`config.mk`:
```
export PLATFORM = sky130hd
export DESIGN_NAME = pic_core
export DESIGN_NICKNAME = d
export VERILOG_FILES = /design/src/verilog/pic_pkg.sv /design/src/verilog/pic_prio_pick.sv /design/src/verilog/pic_req_latch.sv /design/src/verilog/pic_core.sv
export SDC_FILE = /design/constraint.sdc
export NUM_CORES = 1
export LEC_CHECK = 0
export BUFFER_PORTS_ARGS = -buffer_cell sky130_fd_sc_hd__buf_2
export CAP_MARGIN = 25
export CORE_MARGIN = 2
export CORE_UTILIZATION = 40
export CTS_CLUSTER_DIAMETER = 150
export DETAILED_ROUTE_END_ITERATION = 12
export HOLD_SLACK_MARGIN = 0.12
export PLACE_DENSITY = 0.58
export REMOVE_ABC_BUFFERS = 1
export SYNTH_ARGS = -nofsm -noshare
export SYNTH_HDL_FRONTEND = slang
export SYNTH_HIERARCHICAL = 1
export SYNTH_SLANG_ARGS = --single-unit
```
`constraint.sdc`:
```
create_clock -name clk -period 10.4 [get_ports clk]
set_input_delay 0.52 -clock clk [delete_from_list [all_inputs] [get_ports clk]]
set_output_delay 0.52 -clock clk [all_outputs]
set_load 0.01 [all_outputs]
```
`src/verilog/pic_pkg.sv`:
```
// pic_pkg: constants, state encodings and helpers of the interrupt core.
// assumes single clock domain; bus strobes arrive as one-cycle pulses.
// Summary of operation
// - master slave-map marks cascaded request inputs
// - slave compares id bits with cascade lines
// - master gives call byte, slave later bytes
// - special-nesting bit enables special nested mode
// - buffer bit makes pin output, master-select used
// - auto end clears at final acknowledge pulse end
// - processor-mode bit picks call or vector mode
// - mask bit one disables its input only
// - rotate/select-level/end bits encode commands
// - enable bit gates special mask mode change
// - after init input zero highest, seven lowest
// - acknowledge sets in-service until end command
// - in-service blocks equal and lower priority
// - non-specific end clears highest in-service
// - specific end clears named level's in-service
// - special mask: non-specific end skips masked
// - rotation makes serviced level the lowest
// - set-priority names lowest level independently
// - special mask enables all unmasked levels
// - poll makes next read an acknowledge
// - poll word: flag, zeros, level code
// - first init word resets mask, priority, modes
// - read-register bit selects request or in-service
// - level-trigger bit picks edge or level sense
package pic_pkg;

   localparam int          PIC_LEVELS     = 8;
   // first init word
   localparam int          INIT_SEL_BIT   = 4;
   localparam int          IC4_BIT        = 0;
   localparam int          SNGL_BIT       = 1;
   localparam int          ADI_BIT        = 2;
   localparam int          LEVEL_TRIGGER_BIT_BIT       = 3;
   // fourth config word
   localparam int          UPM_BIT        = 0;
   localparam int          AUTO_END_BIT_BIT       = 1;
   localparam int          MS_BIT         = 2;
   localparam int          BUF_BIT        = 3;
   localparam int          SPECIAL_NESTING_BIT_BIT       = 4;
   // operation words
   localparam int          SPECIAL_MASK_POLL_COMMAND_SEL_BIT   = 3;
   localparam int          SPECIAL_MASK_ENABLE_BIT_BIT       = 6;
   localparam int          SMM_BIT        = 5;
   localparam int          POLL_BIT       = 2;
   localparam int          RR_BIT         = 1;
   localparam int          RIS_BIT        = 0;
   // rotate, select-level, end-of-service codes
   localparam logic [2:0]  CMD_NS_EOI     = 3'h1;
   localparam logic [2:0]  CMD_SP_EOI     = 3'h3;
   localparam logic [2:0]  CMD_ROT_NS     = 3'h5;
   localparam logic [2:0]  CMD_ROT_AUTO_END_BIT_S = 3'h4;
   localparam logic [2:0]  CMD_ROT_AUTO_END_BIT_C = 3'h0;
   localparam logic [2:0]  CMD_ROT_SP     = 3'h7;
   localparam logic [2:0]  CMD_SET_PRI    = 3'h6;
   // reset values, default level and fixed codes
   localparam logic [7:0]  MASK_RST       = 8'h00;
   localparam logic [2:0]  LOW_PRI_RST    = 3'h7;
   localparam logic [7:0]  SLAVE_MAP_RST  = 8'h07;
   localparam logic [2:0]  DEFAULT_LEVEL  = 3'h7;
   localparam logic [7:0]  CALL_OPCODE    = 8'hCD;
   localparam logic [1:0]  ACK_LAST_CALL  = 2'h3;
   localparam logic [1:0]  ACK_LAST_VEC   = 2'h2;

   typedef enum logic [3:0] {
      PIC_READY = 4'h1,
      PIC_WAIT2 = 4'h2,
      PIC_WAIT3 = 4'h4,
      PIC_WAIT4 = 4'h8
   } pic_init_t;

   // priority rank, 0 is highest
   function automatic logic [2:0] picRank(input logic [2:0] lvl,
                                          input logic [2:0] low);
      picRank = 3'(lvl - low - 3'h1);
   endfunction

   function automatic logic [7:0] picOneHot(input logic [2:0] lvl);
      picOneHot = 8'(8'h01 << lvl);
   endfunction

endpackage

```
`src/verilog/pic_prio_pick.sv`:
```
// pic_prio_pick: finds the highest-priority set bit of a level vector.
// assumes lowPri names the current lowest level; purely combinational.
module pic_prio_pick
   import pic_pkg::*;
(
   input  wire logic [7:0] vec,
   input  wire logic [2:0] lowPri,
   output logic            found,
   output logic [2:0]      level
);

   always_comb begin
      logic [2:0] idx;
      idx   = 3'h0;
      found = 1'b0;
      level = 3'h0;
      // scan from highest rank downward
      for (int k = 0; k < PIC_LEVELS; k++) begin
         idx = 3'(lowPri + 3'h1 + 3'(k));
         if (!found && vec[idx]) begin
            found = 1'b1;
            level = idx;
         end
      end
   end

endmodule

```
`src/verilog/pic_req_latch.sv`:
```
// pic_req_latch: synchronises request pins and holds the request register.
// assumes request pins are asynchronous; clears come from the same clock.
module pic_req_latch
   import pic_pkg::*;
(
   input  wire logic       clk,
   input  wire logic       rst,
   input  wire logic [7:0] irqPin,
   input  wire logic       levelMode,
   input  wire logic       rearm,
   input  wire logic       freeze,
   input  wire logic [7:0] clrMask,
   output logic      [7:0] request_register
);

   typedef struct packed {
      logic [7:0] sync1;
      logic [7:0] sync2;
      logic [7:0] prev;
      logic [7:0] request_register;
   } pic_req_t;

   pic_req_t st_ff;
   pic_req_t nxt_st;

   always_comb begin
      logic [7:0] rise;
      rise         = st_ff.sync2 & ~st_ff.prev;
      nxt_st       = st_ff;
      nxt_st.sync1 = irqPin;
      nxt_st.sync2 = st_ff.sync1;
      nxt_st.request_register   = st_ff.request_register & ~clrMask;
      if (!freeze) begin
         nxt_st.prev = st_ff.sync2;
         if (levelMode)
            nxt_st.request_register = st_ff.sync2;
         else
            nxt_st.request_register = (nxt_st.request_register | rise) & st_ff.sync2;
      end
      // edge sense needs a fresh low-to-high after init
      if (rearm) begin
         nxt_st.prev = 8'hFF;
         nxt_st.request_register  = 8'h00;
      end
   end

   always_ff @(posedge clk) begin
      if (rst) begin
         st_ff <= '{sync1: 8'h00, sync2: 8'h00, prev: 8'hFF, request_register: 8'h00};
      end else begin
         st_ff <= nxt_st;
      end
   end

   assign request_register = st_ff.request_register;

endmodule

```
`src/verilog/pic_core.sv`:
```
// pic_core: eight-level priority interrupt controller, device side.
// assumes host strobes are synchronous one-cycle pulses; ackStrobe is a
// synchronous level held high for each acknowledge pulse.
module pic_core
   import pic_pkg::*;
(
   input  wire logic       clk,
   input  wire logic       rst,
   input  wire logic       cs,
   input  wire logic       wrStrobe,
   input  wire logic       rdStrobe,
   input  wire logic       addr0,
   input  wire logic [7:0] dataIn,
   output logic      [7:0] dataOut,
   output logic            dataOe,
   input  wire logic       ackStrobe,
   input  wire logic [7:0] irqPin,
   input  wire logic [2:0] casIn,
   output logic      [2:0] casOut,
   output logic            casOe,
   input  wire logic       spEnIn,
   output logic            spEnOut_n,
   output logic            spEnOe,
   output logic            intOut
);

   typedef struct packed {
      pic_init_t  initSt;
      logic       level_trigger_bit;
      logic       adi;
      logic       sngl;
      logic       ic4;
      logic [2:0] vecLoTop;
      logic [7:0] vecHi;
      logic [7:0] slaveMap;
      logic       special_nesting_bit;
      logic       bufMode;
      logic       msSel;
      logic       auto_end_bit;
      logic       upm;
      logic [7:0] mask_register;
      logic [7:0] in_service_register;
      logic [2:0] lowPri;
      logic       rotAeoi;
      logic       special_mask_bit;
      logic       readIsr;
      logic       pollPend;
      logic [1:0] ackCnt;
      logic       ackPrev;
      logic [2:0] ackLvl;
      logic       ackReal;
      logic       ackMine;
      logic       casDrive;
      logic       spSync1;
      logic       spSync2;
      logic [2:0] casSync1;
      logic [2:0] casSync2;
      logic [7:0] dOut;
      logic       dOe;
      logic [2:0] casO;
      logic       casE;
      logic       spEnO_n;
      logic       spEnE;
      logic       intO;
   } pic_core_t;

   pic_core_t  st_ff;
   pic_core_t  nxt_st;

   logic [7:0] request_register;
   logic [7:0] irrClr;
   logic       rearm;
   logic       freeze;
   logic       reqFound;
   logic [2:0] reqLvl;
   logic       isrFound;
   logic [2:0] isrLvl;
   logic [7:0] isrEff;

   pic_req_latch u_req (
      .clk       (clk),
      .rst       (rst),
      .irqPin    (irqPin),
      .levelMode (st_ff.level_trigger_bit),
      .rearm     (rearm),
      .freeze    (freeze),
      .clrMask   (irrClr),
      .request_register       (request_register)
   );

   pic_prio_pick u_req_pick (
      .vec    (request_register & ~st_ff.mask_register),
      .lowPri (st_ff.lowPri),
      .found  (reqFound),
      .level  (reqLvl)
   );

   // masked in-service bits are invisible under special mask
   assign isrEff = st_ff.in_service_register & ~(st_ff.special_mask_bit ? st_ff.mask_register : 8'h00);

   pic_prio_pick u_isr_pick (
      .vec    (isrEff),
      .lowPri (st_ff.lowPri),
      .found  (isrFound),
      .level  (isrLvl)
   );

   // requests are frozen while polled or acknowledged
   assign freeze = st_ff.pollPend | (st_ff.ackCnt != 2'h0) | ackStrobe;

   always_comb begin
      logic       isMaster;
      logic       isSlave;
      logic       wrHit;
      logic       rdHit;
      logic       ackStart;
      logic       ackEnd;
      logic [1:0] ackLast;
      logic [1:0] ackNum;
      logic [2:0] cmd;
      logic [2:0] lvl;
      logic [7:0] isrSet;
      logic [7:0] isrClr;
      logic [2:0] rReq;
      logic [2:0] rIsr;
      logic       intCond;
      nxt_st   = st_ff;
      isrSet   = 8'h00;
      isrClr   = 8'h00;
      irrClr   = 8'h00;
      rearm    = 1'b0;
      wrHit    = cs & wrStrobe;
      rdHit    = cs & rdStrobe;
      ackStart = ackStrobe & ~st_ff.ackPrev;
      ackEnd   = ~ackStrobe & st_ff.ackPrev;
      ackLast  = st_ff.upm ? ACK_LAST_VEC : ACK_LAST_CALL;
      ackNum   = 2'(st_ff.ackCnt + 2'h1);
      cmd      = dataIn[7:5];
      lvl      = dataIn[2:0];
      rReq     = picRank(reqLvl, st_ff.lowPri);
      rIsr     = picRank(isrLvl, st_ff.lowPri);

      nxt_st.spSync1  = spEnIn;
      nxt_st.spSync2  = st_ff.spSync1;
      nxt_st.casSync1 = casIn;
      nxt_st.casSync2 = st_ff.casSync1;
      nxt_st.ackPrev  = ackStrobe;

      // master-select counts only in buffered mode
      isMaster = st_ff.bufMode ? st_ff.msSel : st_ff.spSync2;
      isSlave  = ~st_ff.sngl & ~isMaster;

      // register writes
      if (wrHit && !addr0 && dataIn[INIT_SEL_BIT]) begin
         nxt_st.initSt   = PIC_WAIT2;
         nxt_st.ic4      = dataIn[IC4_BIT];
         nxt_st.sngl     = dataIn[SNGL_BIT];
         nxt_st.adi      = dataIn[ADI_BIT];
         nxt_st.level_trigger_bit     = dataIn[LEVEL_TRIGGER_BIT_BIT];
         nxt_st.vecLoTop = dataIn[7:5];
         nxt_st.mask_register      = MASK_RST;
         nxt_st.lowPri   = LOW_PRI_RST;
         nxt_st.slaveMap = SLAVE_MAP_RST;
         nxt_st.special_mask_bit      = 1'b0;
         nxt_st.readIsr  = 1'b0;
         nxt_st.rotAeoi  = 1'b0;
         nxt_st.pollPend = 1'b0;
         rearm           = 1'b1;
         if (!dataIn[IC4_BIT]) begin
            nxt_st.special_nesting_bit    = 1'b0;
            nxt_st.bufMode = 1'b0;
            nxt_st.msSel   = 1'b0;
            nxt_st.auto_end_bit    = 1'b0;
            nxt_st.upm     = 1'b0;
         end
      end else if (wrHit && !addr0 && dataIn[SPECIAL_MASK_POLL_COMMAND_SEL_BIT]) begin
         if (dataIn[SPECIAL_MASK_ENABLE_BIT_BIT])
            nxt_st.special_mask_bit = dataIn[SMM_BIT];
         if (dataIn[POLL_BIT])
            nxt_st.pollPend = 1'b1;
         else if (dataIn[RR_BIT])
            nxt_st.readIsr = dataIn[RIS_BIT];
      end else if (wrHit && !addr0) begin
         case (cmd)
            CMD_NS_EOI, CMD_ROT_NS: begin
               if (isrFound) begin
                  isrClr = picOneHot(isrLvl);
                  if (cmd == CMD_ROT_NS)
                     nxt_st.lowPri = isrLvl;
               end
            end
            CMD_SP_EOI, CMD_ROT_SP: begin
               isrClr = picOneHot(lvl);
               if (cmd == CMD_ROT_SP)
                  nxt_st.lowPri = lvl;
            end
            CMD_SET_PRI:    nxt_st.lowPri  = lvl;
            CMD_ROT_AUTO_END_BIT_S: nxt_st.rotAeoi = 1'b1;
            CMD_ROT_AUTO_END_BIT_C: nxt_st.rotAeoi = 1'b0;
            default:        nxt_st.rotAeoi = st_ff.rotAeoi;
         endcase
      end else if (wrHit) begin
         case (st_ff.initSt)
            PIC_WAIT2: begin
               nxt_st.vecHi = dataIn;
               if (!st_ff.sngl)
                  nxt_st.initSt = PIC_WAIT3;
               else
                  nxt_st.initSt = st_ff.ic4 ? PIC_WAIT4 : PIC_READY;
            end
            PIC_WAIT3: begin
               nxt_st.slaveMap = dataIn;
               nxt_st.initSt   = st_ff.ic4 ? PIC_WAIT4 : PIC_READY;
            end
            PIC_WAIT4: begin
               nxt_st.special_nesting_bit    = dataIn[SPECIAL_NESTING_BIT_BIT];
               nxt_st.bufMode = dataIn[BUF_BIT];
               nxt_st.msSel   = dataIn[MS_BIT];
               nxt_st.auto_end_bit    = dataIn[AUTO_END_BIT_BIT];
               nxt_st.upm     = dataIn[UPM_BIT];
               nxt_st.initSt  = PIC_READY;
            end
            PIC_READY: nxt_st.mask_register = dataIn;
            default:   nxt_st.initSt = PIC_READY;
         endcase
      end

      // register reads, data valid the cycle after the strobe
      nxt_st.dOe = 1'b0;
      if (rdHit) begin
         nxt_st.dOe = 1'b1;
         if (st_ff.pollPend) begin
            nxt_st.pollPend = 1'b0;
            nxt_st.dOut = {reqFound, 4'h0, reqFound ? reqLvl : 3'h0};
            if (reqFound) begin
               isrSet = picOneHot(reqLvl);
               irrClr = picOneHot(reqLvl);
            end
         end else if (addr0)
            nxt_st.dOut = st_ff.mask_register;
         else
            nxt_st.dOut = st_ff.readIsr ? st_ff.in_service_register : request_register;
      end

      // acknowledge pulse sequence
      if (ackStart) begin
         nxt_st.ackCnt = ackNum;
         if (st_ff.ackCnt == 2'h0) begin
            nxt_st.ackLvl   = reqFound ? reqLvl : DEFAULT_LEVEL;
            nxt_st.ackReal  = reqFound;
            nxt_st.ackMine  = ~isSlave;
            nxt_st.casDrive = ~st_ff.sngl & isMaster & reqFound
                              & st_ff.slaveMap[reqLvl];
            if (!isSlave && reqFound) begin
               isrSet = picOneHot(reqLvl);
               irrClr = picOneHot(reqLvl);
            end
         end else if (st_ff.ackCnt == 2'h1 && isSlave
                      && st_ff.casSync2 == st_ff.slaveMap[2:0]) begin
            nxt_st.ackMine = 1'b1;
            if (st_ff.ackReal) begin
               isrSet = picOneHot(st_ff.ackLvl);
               irrClr = picOneHot(st_ff.ackLvl);
            end
         end
      end

      // data byte for the pulse just begun
      if (ackStart && ackNum <= ackLast) begin
         if (!isSlave && ackNum == 2'h1) begin
            nxt_st.dOe  = ~st_ff.upm;
            nxt_st.dOut = CALL_OPCODE;
         end else if (!isSlave && !nxt_st.casDrive) begin
            nxt_st.dOe  = 1'b1;
            nxt_st.dOut = vecByte(ackNum, nxt_st.ackLvl);
         end else if (isSlave && nxt_st.ackMine) begin
            nxt_st.dOe  = 1'b1;
            nxt_st.dOut = vecByte(ackNum, nxt_st.ackLvl);
         end
      end else if (ackStrobe && st_ff.dOe && !rdHit) begin
         nxt_st.dOe = 1'b1;
      end

      if (ackEnd && st_ff.ackCnt == 2'h1 && st_ff.casDrive)
         nxt_st.casO = st_ff.ackLvl;
      if (ackEnd && st_ff.ackCnt == ackLast) begin
         nxt_st.ackCnt   = 2'h0;
         nxt_st.casO     = 3'h0;
         nxt_st.casDrive = 1'b0;
         nxt_st.ackMine  = 1'b0;
         if (st_ff.auto_end_bit && isrFound) begin
            isrClr = isrClr | picOneHot(isrLvl);
            if (st_ff.rotAeoi)
               nxt_st.lowPri = isrLvl;
         end
      end
      nxt_st.casE = ~st_ff.sngl & isMaster;

      // set beats clear when both land together
      nxt_st.in_service_register = (st_ff.in_service_register & ~isrClr) | isrSet;

      // interrupt when nothing equal or higher is in service; special nesting lets equal through, special mask lets all
      intCond = reqFound & (st_ff.special_mask_bit
                | ~isrFound
                | (rReq < rIsr)
                | (st_ff.special_nesting_bit & (rReq == rIsr)));
      nxt_st.intO    = intCond;
      nxt_st.spEnE   = st_ff.bufMode;
      nxt_st.spEnO_n = ~nxt_st.dOe;
   end

   // byte 2 and 3 of call sequence, or the vector in vector mode
   function automatic logic [7:0] vecByte(input logic [1:0] num,
                                          input logic [2:0] l);
      if (st_ff.upm)
         vecByte = {st_ff.vecHi[7:3], l};
      else if (num == 2'h3)
         vecByte = st_ff.vecHi;
      else if (st_ff.adi)
         vecByte = {st_ff.vecLoTop, l, 2'h0};
      else
         vecByte = {st_ff.vecLoTop[2:1], l, 3'h0};
   endfunction

   always_ff @(posedge clk) begin
      if (rst) begin
         st_ff          <= '0;
         st_ff.initSt   <= PIC_READY;
         st_ff.mask_register      <= MASK_RST;
         st_ff.lowPri   <= LOW_PRI_RST;
         st_ff.slaveMap <= SLAVE_MAP_RST;
         st_ff.spEnO_n  <= 1'b1;
      end else begin
         st_ff <= nxt_st;
      end
   end

   assign dataOut   = st_ff.dOut;
   assign dataOe    = st_ff.dOe;
   assign casOut    = st_ff.casO;
   assign casOe     = st_ff.casE;
   assign spEnOut_n = st_ff.spEnO_n;
   assign spEnOe    = st_ff.spEnE;
   assign intOut    = st_ff.intO;

endmodule

```
Word level (Yosys, flattened, before mapping)

Cells that the tools add are included.

Shift operators: 4
Bitwise operators: 42
Multiplexer cells: 139
$add $sub $neg: 13
Reductions and logical operators: 69
Order comparisons: 11
Equality and inequality tests: 20

Operators by type and width:

| kind                                                                 | count |
|---|---|
| 8-bit two-way mux                                                    | 24 |
| 3-bit two-way mux                                                    | 25 |
| 13-bit two-way mux                                                   | 4 |
| 1-bit binary-select mux with 3-bit select                            | 17 |
| 8-bit AND                                                            | 6 |
| 1-bit two-way mux                                                    | 47 |
| 8-bit inverter                                                       | 5 |
| 3-bit by 4-bit < comparator with 1-bit output, second input constant | 9 |
| 9-bit two-way mux                                                    | 4 |
| 1-bit by 3-bit left shift with 8-bit output, first input constant    | 4 |
| 1-bit logical AND                                                    | 30 |
| 8-bit OR                                                             | 3 |
| 4-bit two-way mux                                                    | 5 |
| 1-bit logical NOT                                                    | 18 |
| 8-bit case mux with 2 select lines                                   | 1 |
| 4-bit AND reduction                                                  | 4 |
| 1-bit inverter                                                       | 13 |
| 3-bit adder, second input constant                                   | 4 |
| 3-bit equality test, second input constant                           | 4 |
| 6-bit two-way mux                                                    | 2 |
| 4-bit case mux with 3 select lines                                   | 1 |
| 1-bit AND                                                            | 10 |
| 5-bit two-way mux                                                    | 2 |
| 5-bit AND reduction                                                  | 2 |
| other kinds (30)                                                     | 54 |

Bits of input ports: 27
Register bits: 120

Depth between registers and ports, before layout

Gate-level depths: netlist of run 1.

Depth in word-level cells: 40
Mapped depth: 21

Cells and area by module

The synthesis of run 1 kept the hierarchy.

By module, submodules not included:

| module                      | area an instance (µm²) | sequential area each (µm²) | cells each | instances |
|---|---|---|---|---|
| pic_core                    | 4867.2                 | 1761.7                     | 602        | 1 |
| pic_req_latch               | 1163.6                 | 640.6                      | 103        | 1 |
| pic_prio_pick at u_req_pick | 954.7                  | 0.0                        | 105        | 1 |
| pic_prio_pick at u_isr_pick | 889.6                  | 0.0                        | 100        | 1 |

Worst setup path before layout of run 1

OpenSTA, ideal clock, no wires.

Kind: register to register
From: reg st_ff[37] (netlist name)
To: reg st_ff (netlist bit dataOut[0])
Cell stages (with the launch flop): 19
Slack: 5557 ps
Required time: 10278 ps
Buffers on the path: 6
Arrival time: 4722 ps
Library setup time: 122 ps
Period minus slack after synthesis: 4843 ps
Path through: dfxtp_1 buf_6 buf_6 clkbuf_1 inv_1 ha_1 buf_1 mux4_2 nor3b_1 o21ai_1 a2bb2oi_1 buf_6 mux4_2 nand2b_4 a31oi_4 a31oi_4 or2_1 buf_6 o311a_1

Longest elaborated chain between the ends: 35
Elaborated cells between the ends (all ways): 72

RTL lines:

| item                                                                            | RTL line            | RTL |
|---|---|---|
| 3-bit by 1-bit adder with 3-bit output *                                        | pic_prio_pick.sv:19 | `idx = 3'(lowPri + 3'h1 + 3'(k));` |
| branches (longest 23 deep; another with 3-bit by 1-bit adder with 3-bit output) | n/a                 |  |
| 3-bit two-way mux *                                                             | pic_prio_pick.sv:20 | `if (!found && vec[idx]) begin` |
| net reqLvl[0]                                                                   | pic_core.sv:75      | `logic [2:0] reqLvl;` |
| 1-bit binary-select mux with 3-bit select                                       | pic_core.sv:253     | `& st_ff.slaveMap[reqLvl];` |
| 1-bit two-way mux (implied by the code)                                         | pic_core.sv:253     |  |
| 1-bit AND                                                                       | pic_core.sv:253     |  |
| 1-bit two-way mux                                                               | pic_core.sv:248     | `if (st_ff.ackCnt == 2'h0) begin` |
| 6-bit two-way mux                                                               | pic_core.sv:246     | `if (ackStart) begin` |
| 1-bit logical NOT                                                               | pic_core.sv:273     | `end else if (!isSlave && !nxt_st.casDrive) begin` |
| 1-bit logical AND                                                               | pic_core.sv:273     |  |
| 9-bit two-way mux                                                               | pic_core.sv:273     |  |
| 9-bit two-way mux                                                               | pic_core.sv:270     | `if (!isSlave && ackNum == 2'h1) begin` |
| 8-bit two-way mux *                                                             | pic_core.sv:269     | `if (ackStart && ackNum <= ackLast) begin` |
| end signal, assigned                                                            | pic_core.sv:334     | `st_ff <= nxt_st;` |
| end, declared                                                                   | pic_core.sv:67      | `pic_core_t st_ff;` |

Mark *: on every way through the listed nets, which the timed path passes. The select of a mux whose other input is x is not followed.
A chain may end at the register's enable or synchronous reset.

Worst setup path in the final report of run 1

From: reg st_ff[37] (netlist name)
To: reg st_ff (netlist bit dataOut[0])

Longest elaborated chain between the ends: 35
Elaborated cells between the ends (all ways): 72

RTL lines:

| item                                                                            | RTL line |
|---|---|
| 3-bit by 1-bit adder with 3-bit output *                                        | pic_prio_pick.sv:19 |
| branches (longest 23 deep; another with 3-bit by 1-bit adder with 3-bit output) | n/a |
| 3-bit two-way mux *                                                             | pic_prio_pick.sv:20 |
| net reqLvl[1]                                                                   | pic_core.sv:75 |
| 1-bit binary-select mux with 3-bit select *                                     | pic_core.sv:253 |
| 1-bit two-way mux (implied by the code) *                                       | pic_core.sv:253 |
| 1-bit AND *                                                                     | pic_core.sv:253 |
| 1-bit two-way mux *                                                             | pic_core.sv:248 |
| 6-bit two-way mux *                                                             | pic_core.sv:246 |
| 1-bit logical NOT *                                                             | pic_core.sv:273 |
| 1-bit logical AND *                                                             | pic_core.sv:273 |
| 9-bit two-way mux *                                                             | pic_core.sv:273 |
| 9-bit two-way mux *                                                             | pic_core.sv:270 |
| 8-bit two-way mux *                                                             | pic_core.sv:269 |

Marked as above.

==> results.toml, run 1 <==
[run_status]
status = "finished, final reports clean"

[clock_tree]
ctsHoldBuffers = 0
cts-root-buf = "clkbuf_16"
clock_latency_ns = 0.42
htreeDepth = 4
cts.sinks = 120
cts_buffers = 17
cts_resized = 0
post-cts-setup-buffers = 0
max-clock-path-buffers = 2
cts_tree = "built"
path_clk_slew_ns = 0.06

[worst_hold_path]
min_to = "nxt_st[17]"
hold_depth = 2
hp-start = "casIn[1]"
min_path_type = "input pin to flop"

[critical_path]
path_delay_family = "simple AND/OR/NAND/NOR gates"
r2r_slack_ns = 4.59
crit_path_start_kind = "flop"
crit_buf_inv = 2
cp_cell_sequence = "buf_4 > inv_1 > ha_1 > mux4_2 > nor4b_1 > nor4_2 > nor3_1 > a2bb2oi_1 > o21ai_1 > mux4_2 > nand2b_4 > a31oi_4 > a31oi_4 > or2_1 > o311a_1"
crit_slowest_cell = "ha_1"
crit_type = "flop to flop"
max_stage_delay_ns = 0.78
worstReg2RegStart = "st_ff[37]"
critPathRequiredTime_ns = 10.70
worst-path-max-fanout = 26
cp-end-kind = "flop"
cp.arrival_ns = 6.12
reg2reg_to = "dataOut[0]"
reg2reg_depth = 15

[synth]
seq_area_frac_synth_pct = 30.51
ys_ff_latch = 120
synth_cells = 910
synth_area_mm2 = 0.007875
synth_edf_count = 0
synth_cell_types = 96
yosysWarnings = 6
syn_avg_cell_area_um2 = 8.654
synth_ff_type = "dfxtp_1"
async_flop_share_pct = 0

[timing]
setup_tns_ns = 0
period_needed_ns = 5.814
report.final.slew_viol_count = 0
tightest_slew_ns = 1.074
period_share_pct = 55.91
slew_headroom_pct = 27.94
finalHoldViolCount = 0
fmax_mhz = 172.0
rsz0062_at_grt = "false"
whs_ns = 0.3085
skew_ns = 0.009407
finalSetupViolations = 0

[cells_and_area]
antenna_cells = 0
area_growth_pct = 9.406
final_cells = 1181
drive_above_1_share_pct = 16.05
final_nets = 945

[floorplan]
initial_core_util_pct = 40.60
fp.dieH_um = 144.3
die-area_mm2 = 0.02083
io_pins = 43
fp.dieW_um = 144.3
num_rows = 51
design.core.area_mm2 = 0.01940

[power]
ir_worst_vdd_mv = 0.08796
powerDensity_mw_per_mm2 = 148.8
power_leakage_nw = 3.354

[global_route]
track_usage_pct = 21.16
grt_max_degree = 70
grt_pass1_wl_mm = 34.37
grt-ovfl-total = 0
first_global_vias = 6305
antenna_found_initial = 0

[route]
drtIter0Drc = 477
dr.pass1.iters = 6
drt-wirelength-per-cell_um = 18.28
remaining_drc_errors = 0
routed_wirelength_mm = 21.59
num_vias = 6790
viasPerCell = 5.749
antenna_left = 0

[placed_design]
dpl.hpwl_mm = 15.90
portBuffers = 42
gp_congestion = 0.9047
placedCellCount = 1149

[job]
maxCapViolations = 0
==> registers in the layout, summed over array words and instances, names as in the netlist, 3 cells and up <==
register                count
u_req/nxt_st                8
nxt_st                      5
u_req/st_ff                16
u_req/request_register      8
dataOut                     8
casOut                      3
st_ff                      67
==> power breakdown <==
group | total, W | switching, W | internal, W
logic | 0.000184 | 0.000113 | 0.0000716
clock network | 0.000604 | 0.000227 | 0.000378
registers | 0.000493 | 0.0000145 | 0.000479
total | 0.00128 | 0.000354 | 0.000928
==> per-stage QoR <==
| step | instance area [µm²] | power, W | utilization, % | setup slack, ns |
|---|---|---|---|---|
| after floorplan | 7420 | 0.0006233 | - | 4.429 |
| after global placement | 7993 | 0.0006837 | 41.20 | 4.734 |
| after detailed placement | 8009 | 0.0006853 | 41.29 | 4.645 |
| after CTS | 8616 | 0.001289 | 44.41 | 4.623 |
| after global routing | 8616 | 0.001329 | 44.41 | 4.138 |
| final | 8616 | 0.001282 | 44.41 | 4.586 |
==> per-layer routing <==
| metal | share of wire (%) | vias up | GRT usage [%] |
|---|---|---|---|
| li1 | - | 3296 | - |
| met1 | 46 | 3238 | 29.25 |
| met2 | 47 | 231 | 33.87 |
| met3 | 5.5 | 25 | 3.344 |
| met4 | 1.6 | 0 | 6.796 |
| met5 | 0 | - | 0 |
==> worst register-to-register path: cells and delay by family (launching register included) <==
family | cells | cell delay, ns
flip-flops | 1 | 0.58
adder cells (fa/ha/maj) | 1 | 0.78
multiplexers | 2 | 0.89
AND/OR/NAND/NOR | 5 | 1.51
AO/OA/AOI/OAI | 5 | 1.40
buffers and inverters | 2 | 0.53
==> layout make-up <==
| class | count | area, µm² |
|---|---|---|
| clock buffers | 18 | 429.2 |
| fillers | 1987 | 10780 |
| well taps | 265 | 331.6 |
| repair buffers | 48 | 256.5 |
| flip-flops and latches | 120 | 2404 |
| clock inverters | 14 | 177.7 |
| inverters | 31 | 116.4 |
| multi-input cells | 685 | 4901 |
==> cell families (layout without fill, tap and decap cells) <==
kind of cell    count (synthesis)  count (layout)  synth area share (%)
compound gates                215             215                 19.11
xor+xnor                       15              15                 2.494
fa+ha+maj                      15              15                 2.574
buf+inv                       105             111                 7.261
flops                         120             120                 30.51
mux                            81              81                 13.85
simple gates                  359             359                 24.20
==> cells in the mapped netlist, types with 4 or more instances <==
cell type | count | area, µm²
nor3_1 | 24 | 120.1
nand4_1 | 5 | 31.28
a21oi_1 | 64 | 320.3
xnor2_1 | 8 | 70.07
nand3b_1 | 8 | 60.06
a221oi_1 | 4 | 35.03
nand2b_1 | 14 | 87.58
nand2_1 | 109 | 409.1
o21ai_0 | 28 | 140.1
buf_4 | 20 | 150.1
o221a_2 | 8 | 90.09
o22ai_1 | 7 | 43.79
nor3b_1 | 9 | 67.56
nand3_1 | 31 | 155.2
a211oi_1 | 10 | 75.07
or2_0 | 4 | 25.02
o211ai_1 | 4 | 30.03
a21boi_0 | 8 | 60.06
clkbuf_1 | 32 | 120.1
nor4_1 | 8 | 50.05
dfxtp_1 | 120 | 2402
buf_2 | 6 | 30.03
nor2_1 | 57 | 214.0
mux2_2 | 11 | 123.9
mux2i_1 | 46 | 460.4
o21ai_1 | 9 | 45.04
o2111ai_1 | 4 | 35.03
and2b_1 | 6 | 45.04
a221o_1 | 4 | 40.04
nor2b_1 | 49 | 306.5
a31oi_1 | 8 | 50.05
buf_6 | 11 | 123.9
inv_1 | 29 | 108.9
mux4_2 | 19 | 427.9
o21a_1 | 10 | 75.07
ha_1 | 13 | 162.7
a32oi_1 | 5 | 43.79
==> how the worst max path moves through the flow <==
stage / slack [ns] / endpoint / startpoint / cells past startpoint
after floorplan: 4.43 / dataOut[0] / st_ff[37] / 14
after global placement: 4.73 / dataOut[0] / st_ff[37] / 15
after detailed placement: 4.64 / dataOut[0] / st_ff[37] / 15
after CTS: 4.62 / dataOut[0] / st_ff[37] / 15
after global routing: 4.14 / dataOut[0] / st_ff[37] / 15
final: 4.59 / dataOut[0] / st_ff[37] / 15
==> layout by cell type, fill, tap and decap left out, types with 5 or more instances in the layout <==
master / Yosys / routed
o21ai_1: 9 / 9
clkinv_4: 0 / 6
nand2b_1: 14 / 14
and2b_1: 6 / 6
a32oi_1: 5 / 5
nor3b_1: 9 / 9
a31oi_1: 8 / 8
nor2b_1: 49 / 49
nor2_1: 57 / 57
o22ai_1: 7 / 7
mux2i_1: 46 / 46
nand2_1: 109 / 109
nor3_1: 24 / 24
nand3_1: 31 / 31
xnor2_1: 8 / 8
buf_2: 6 / 43
nand4_1: 5 / 5
clkbuf_16: 0 / 17
mux2_2: 11 / 11
mux4_2: 19 / 19
nor4_1: 8 / 8
dfxtp_1: 120 / 119
inv_1: 29 / 29
o221a_2: 8 / 8
a211oi_1: 10 / 10
a21oi_1: 64 / 64
o21ai_0: 28 / 28
ha_1: 13 / 13
o21a_1: 10 / 10
nand3b_1: 8 / 8
a21boi_0: 8 / 8
Power figures use the tool's default switching activity.
==> inputs of run 2 (changes only) <==
==> constraint.sdc (replaced) <==
create_clock -name clk -period 5.35 [get_ports clk]
set_input_delay 0.2675 -clock clk [delete_from_list [all_inputs] [get_ports clk]]
set_output_delay 0.2675 -clock clk [all_outputs]
set_load 0.01 [all_outputs]
==> run 2 against run 1 <==
Clock power is 75% higher. Critical path type unchanged. Critical endpoint is now dataOe. Design area is 1.6% higher. Sequential share of layout area down 0.45 points. Final cell count grew 1.8%. Non-clock buffer count increased by 22. Global-route usage rose by 0.69 points. Hold slack worse by 0.15 ns. First-iteration DRC count grew 22%. Die area did not move.
==> results.toml, run 2 (synthesis results as in run 1) <==
[run_status]
status = "finished, final reports clean"

[route]
wl_met1_mm = 10.19
routed_wirelength_mm = 22.29
wl_met3_mm = 1.215
top_layer = "met4"
drt-wirelength-per-cell_um = 18.54
dr.pass1.iters = 5
antenna_left = 0
wl_met2_mm = 10.37
drtIter0Drc = 581
remaining_drc_errors = 0
viasPerCell = 5.762
num_vias = 6926

[timing]
report.final.slew_viol_count = 0
skew_ns = 0.01015
finalHoldViolCount = 0
rsz0062_at_grt = "false"
period_needed_ns = 5.001
finalSetupViolations = 0
slew_headroom_pct = 42.25
setup_tns_ns = 0
period_share_pct = 93.48
tightest_slew_ns = 0.8605
fmax_mhz = 199.9
setup_ws_ns = 0.3487

[power]
power_leakage_nw = 3.433
ir_worst_vdd_mv = 0.1851
powerDensity_mw_per_mm2 = 274.3

[global_route]
track_usage_pct = 21.85
grt-ovfl-total = 0
first_global_vias = 6428
grt_max_degree = 68
antenna_found_initial = 0
grt_pass1_wl_mm = 35.29

[cells_and_area]
top_register = "st_ff"
final_cell_mix = "dfxtp_1, nand2_1, a21oi_1, nor2_1, nor2b_1"
top_regs = "st_ff: 67 flops, u_req/st_ff: 16 flops"
final_nets = 967
area_growth_pct = 11.19
largest_reg_flops = 67
layout_commonest_cell = "dfxtp_1"
drive_above_1_share_pct = 16.33
antenna_cells = 0

[clock_tree]
cts_tree = "built"
cts-root-buf = "clkbuf_16"
clock_latency_ns = 0.42
htreeDepth = 4
max-clock-path-buffers = 2
cts.sinks = 120
cts_buffers = 17
path_clk_slew_ns = 0.05

[placed_design]
portBuffers = 42
post-place-ws_ns = 0.4858
gp_congestion = 0.8924
dpl.hpwl_mm = 16.24

[floorplan]
fp.dieW_um = 144.3
die-area_mm2 = 0.02083
design.core.area_mm2 = 0.01940
io_pins = 43
initial_core_util_pct = 40.60
num_rows = 51
fp.dieH_um = 144.3

[critical_path]
crit_buf_inv = 2
crit_path_start_kind = "flop"
crit_type = "flop to flop"
cp-end-kind = "flop"
path_common_cell = "a31oi_4"
critPathRequiredTime_ns = 5.60
cp_cell_sequence = "inv_1 > ha_1 > mux4_2 > nor4b_1 > nor4_2 > buf_4 > or4_1 > o21ai_1 > nor2b_1 > a22oi_1 > a31oi_4 > a31oi_4 > or2_1 > a221oi_1"
worst-path-max-fanout = 17
crit_slowest_cell = "ha_1"
path_delay_family = "simple AND/OR/NAND/NOR gates"
cp.arrival_ns = 5.25
max_stage_delay_ns = 0.56

[job]
maxCapViolations = 0

[worst_hold_path]
min_path_type = "input pin to flop"
[run 2: path summary, 6_finish.rpt]
kind / from / to / slack [ns] / depth (start not counted)
setup / recovery: st_ff[37] / dataOe / 0.35 / 14
hold / removal: dataIn[7] / st_ff[79] / 0.16 / 3
setup reg to reg: st_ff[37] / dataOe / 0.35 / 14
hold reg to reg: u_req/nxt_st[19] / u_req/st_ff[19] / 0.43 / 1
[run 2: power breakdown]
part / internal [W] / switching [W] / total, W / leakage, nW
sequential: 0.000932 / 0.0000295 / 0.000961 / 0.979
combinational: 0.000151 / 0.000225 / 0.000377 / 2.19
clock: 0.000668 / 0.000396 / 0.00106 / 0.265
[run 2: cell type report]
type / instances / area (µm²)
inverter: 31 / 116.4
multi-input combinational: 685 / 4901
tap: 265 / 331.6
timing repair buffer: 70 / 452.9
sequential: 120 / 2404
fill: 1945 / 10640
clock inverter: 8 / 72.57
clock buffer: 23 / 478.0
[run 2: routing by layer]
layer  up-vias  track usage [%]
met3        38            3.576
met5         -                0
li1       3326                -
met2       234            34.60
met1      3328            30.15
met4         0            7.716
[run 2: what timing repair did]
item	in CTS	in global routing
endpoints found under the setup margin	0	0
setup buffers	0	0
endpoints found under the hold margin	13	0
resized for setup	0	0
hold buffers	13	0
[run 2: metrics by stage]
step | instances | utilization [%] | instance area (µm²) | total power (W) | hold slack [ns]
global route | 1202 | 45.14 | 8756 | 0.002493 | 0.1593
global placement | 1157 | 41.59 | 8068 | 0.001340 | 0.4201
floorplan | 836 | - | 7420 | 0.001212 | 0.3337
detailed placement | 1158 | 41.63 | 8075 | 0.001341 | 0.4174
finish | 1202 | 45.14 | 8756 | 0.002402 | 0.1587
CTS | 1202 | 45.14 | 8756 | 0.002414 | 0.1431
[run 2: worst register-to-register path, delay by kind of cell (launching register included)]
family,cells,cell delay [ns]
AND/OR/NAND/NOR,5,1.61
flip-flops,1,0.53
buffers and inverters,2,0.29
multiplexers,1,0.43
AO/OA/AOI/OAI,5,1.41
adder cells (fa/ha/maj),1,0.56
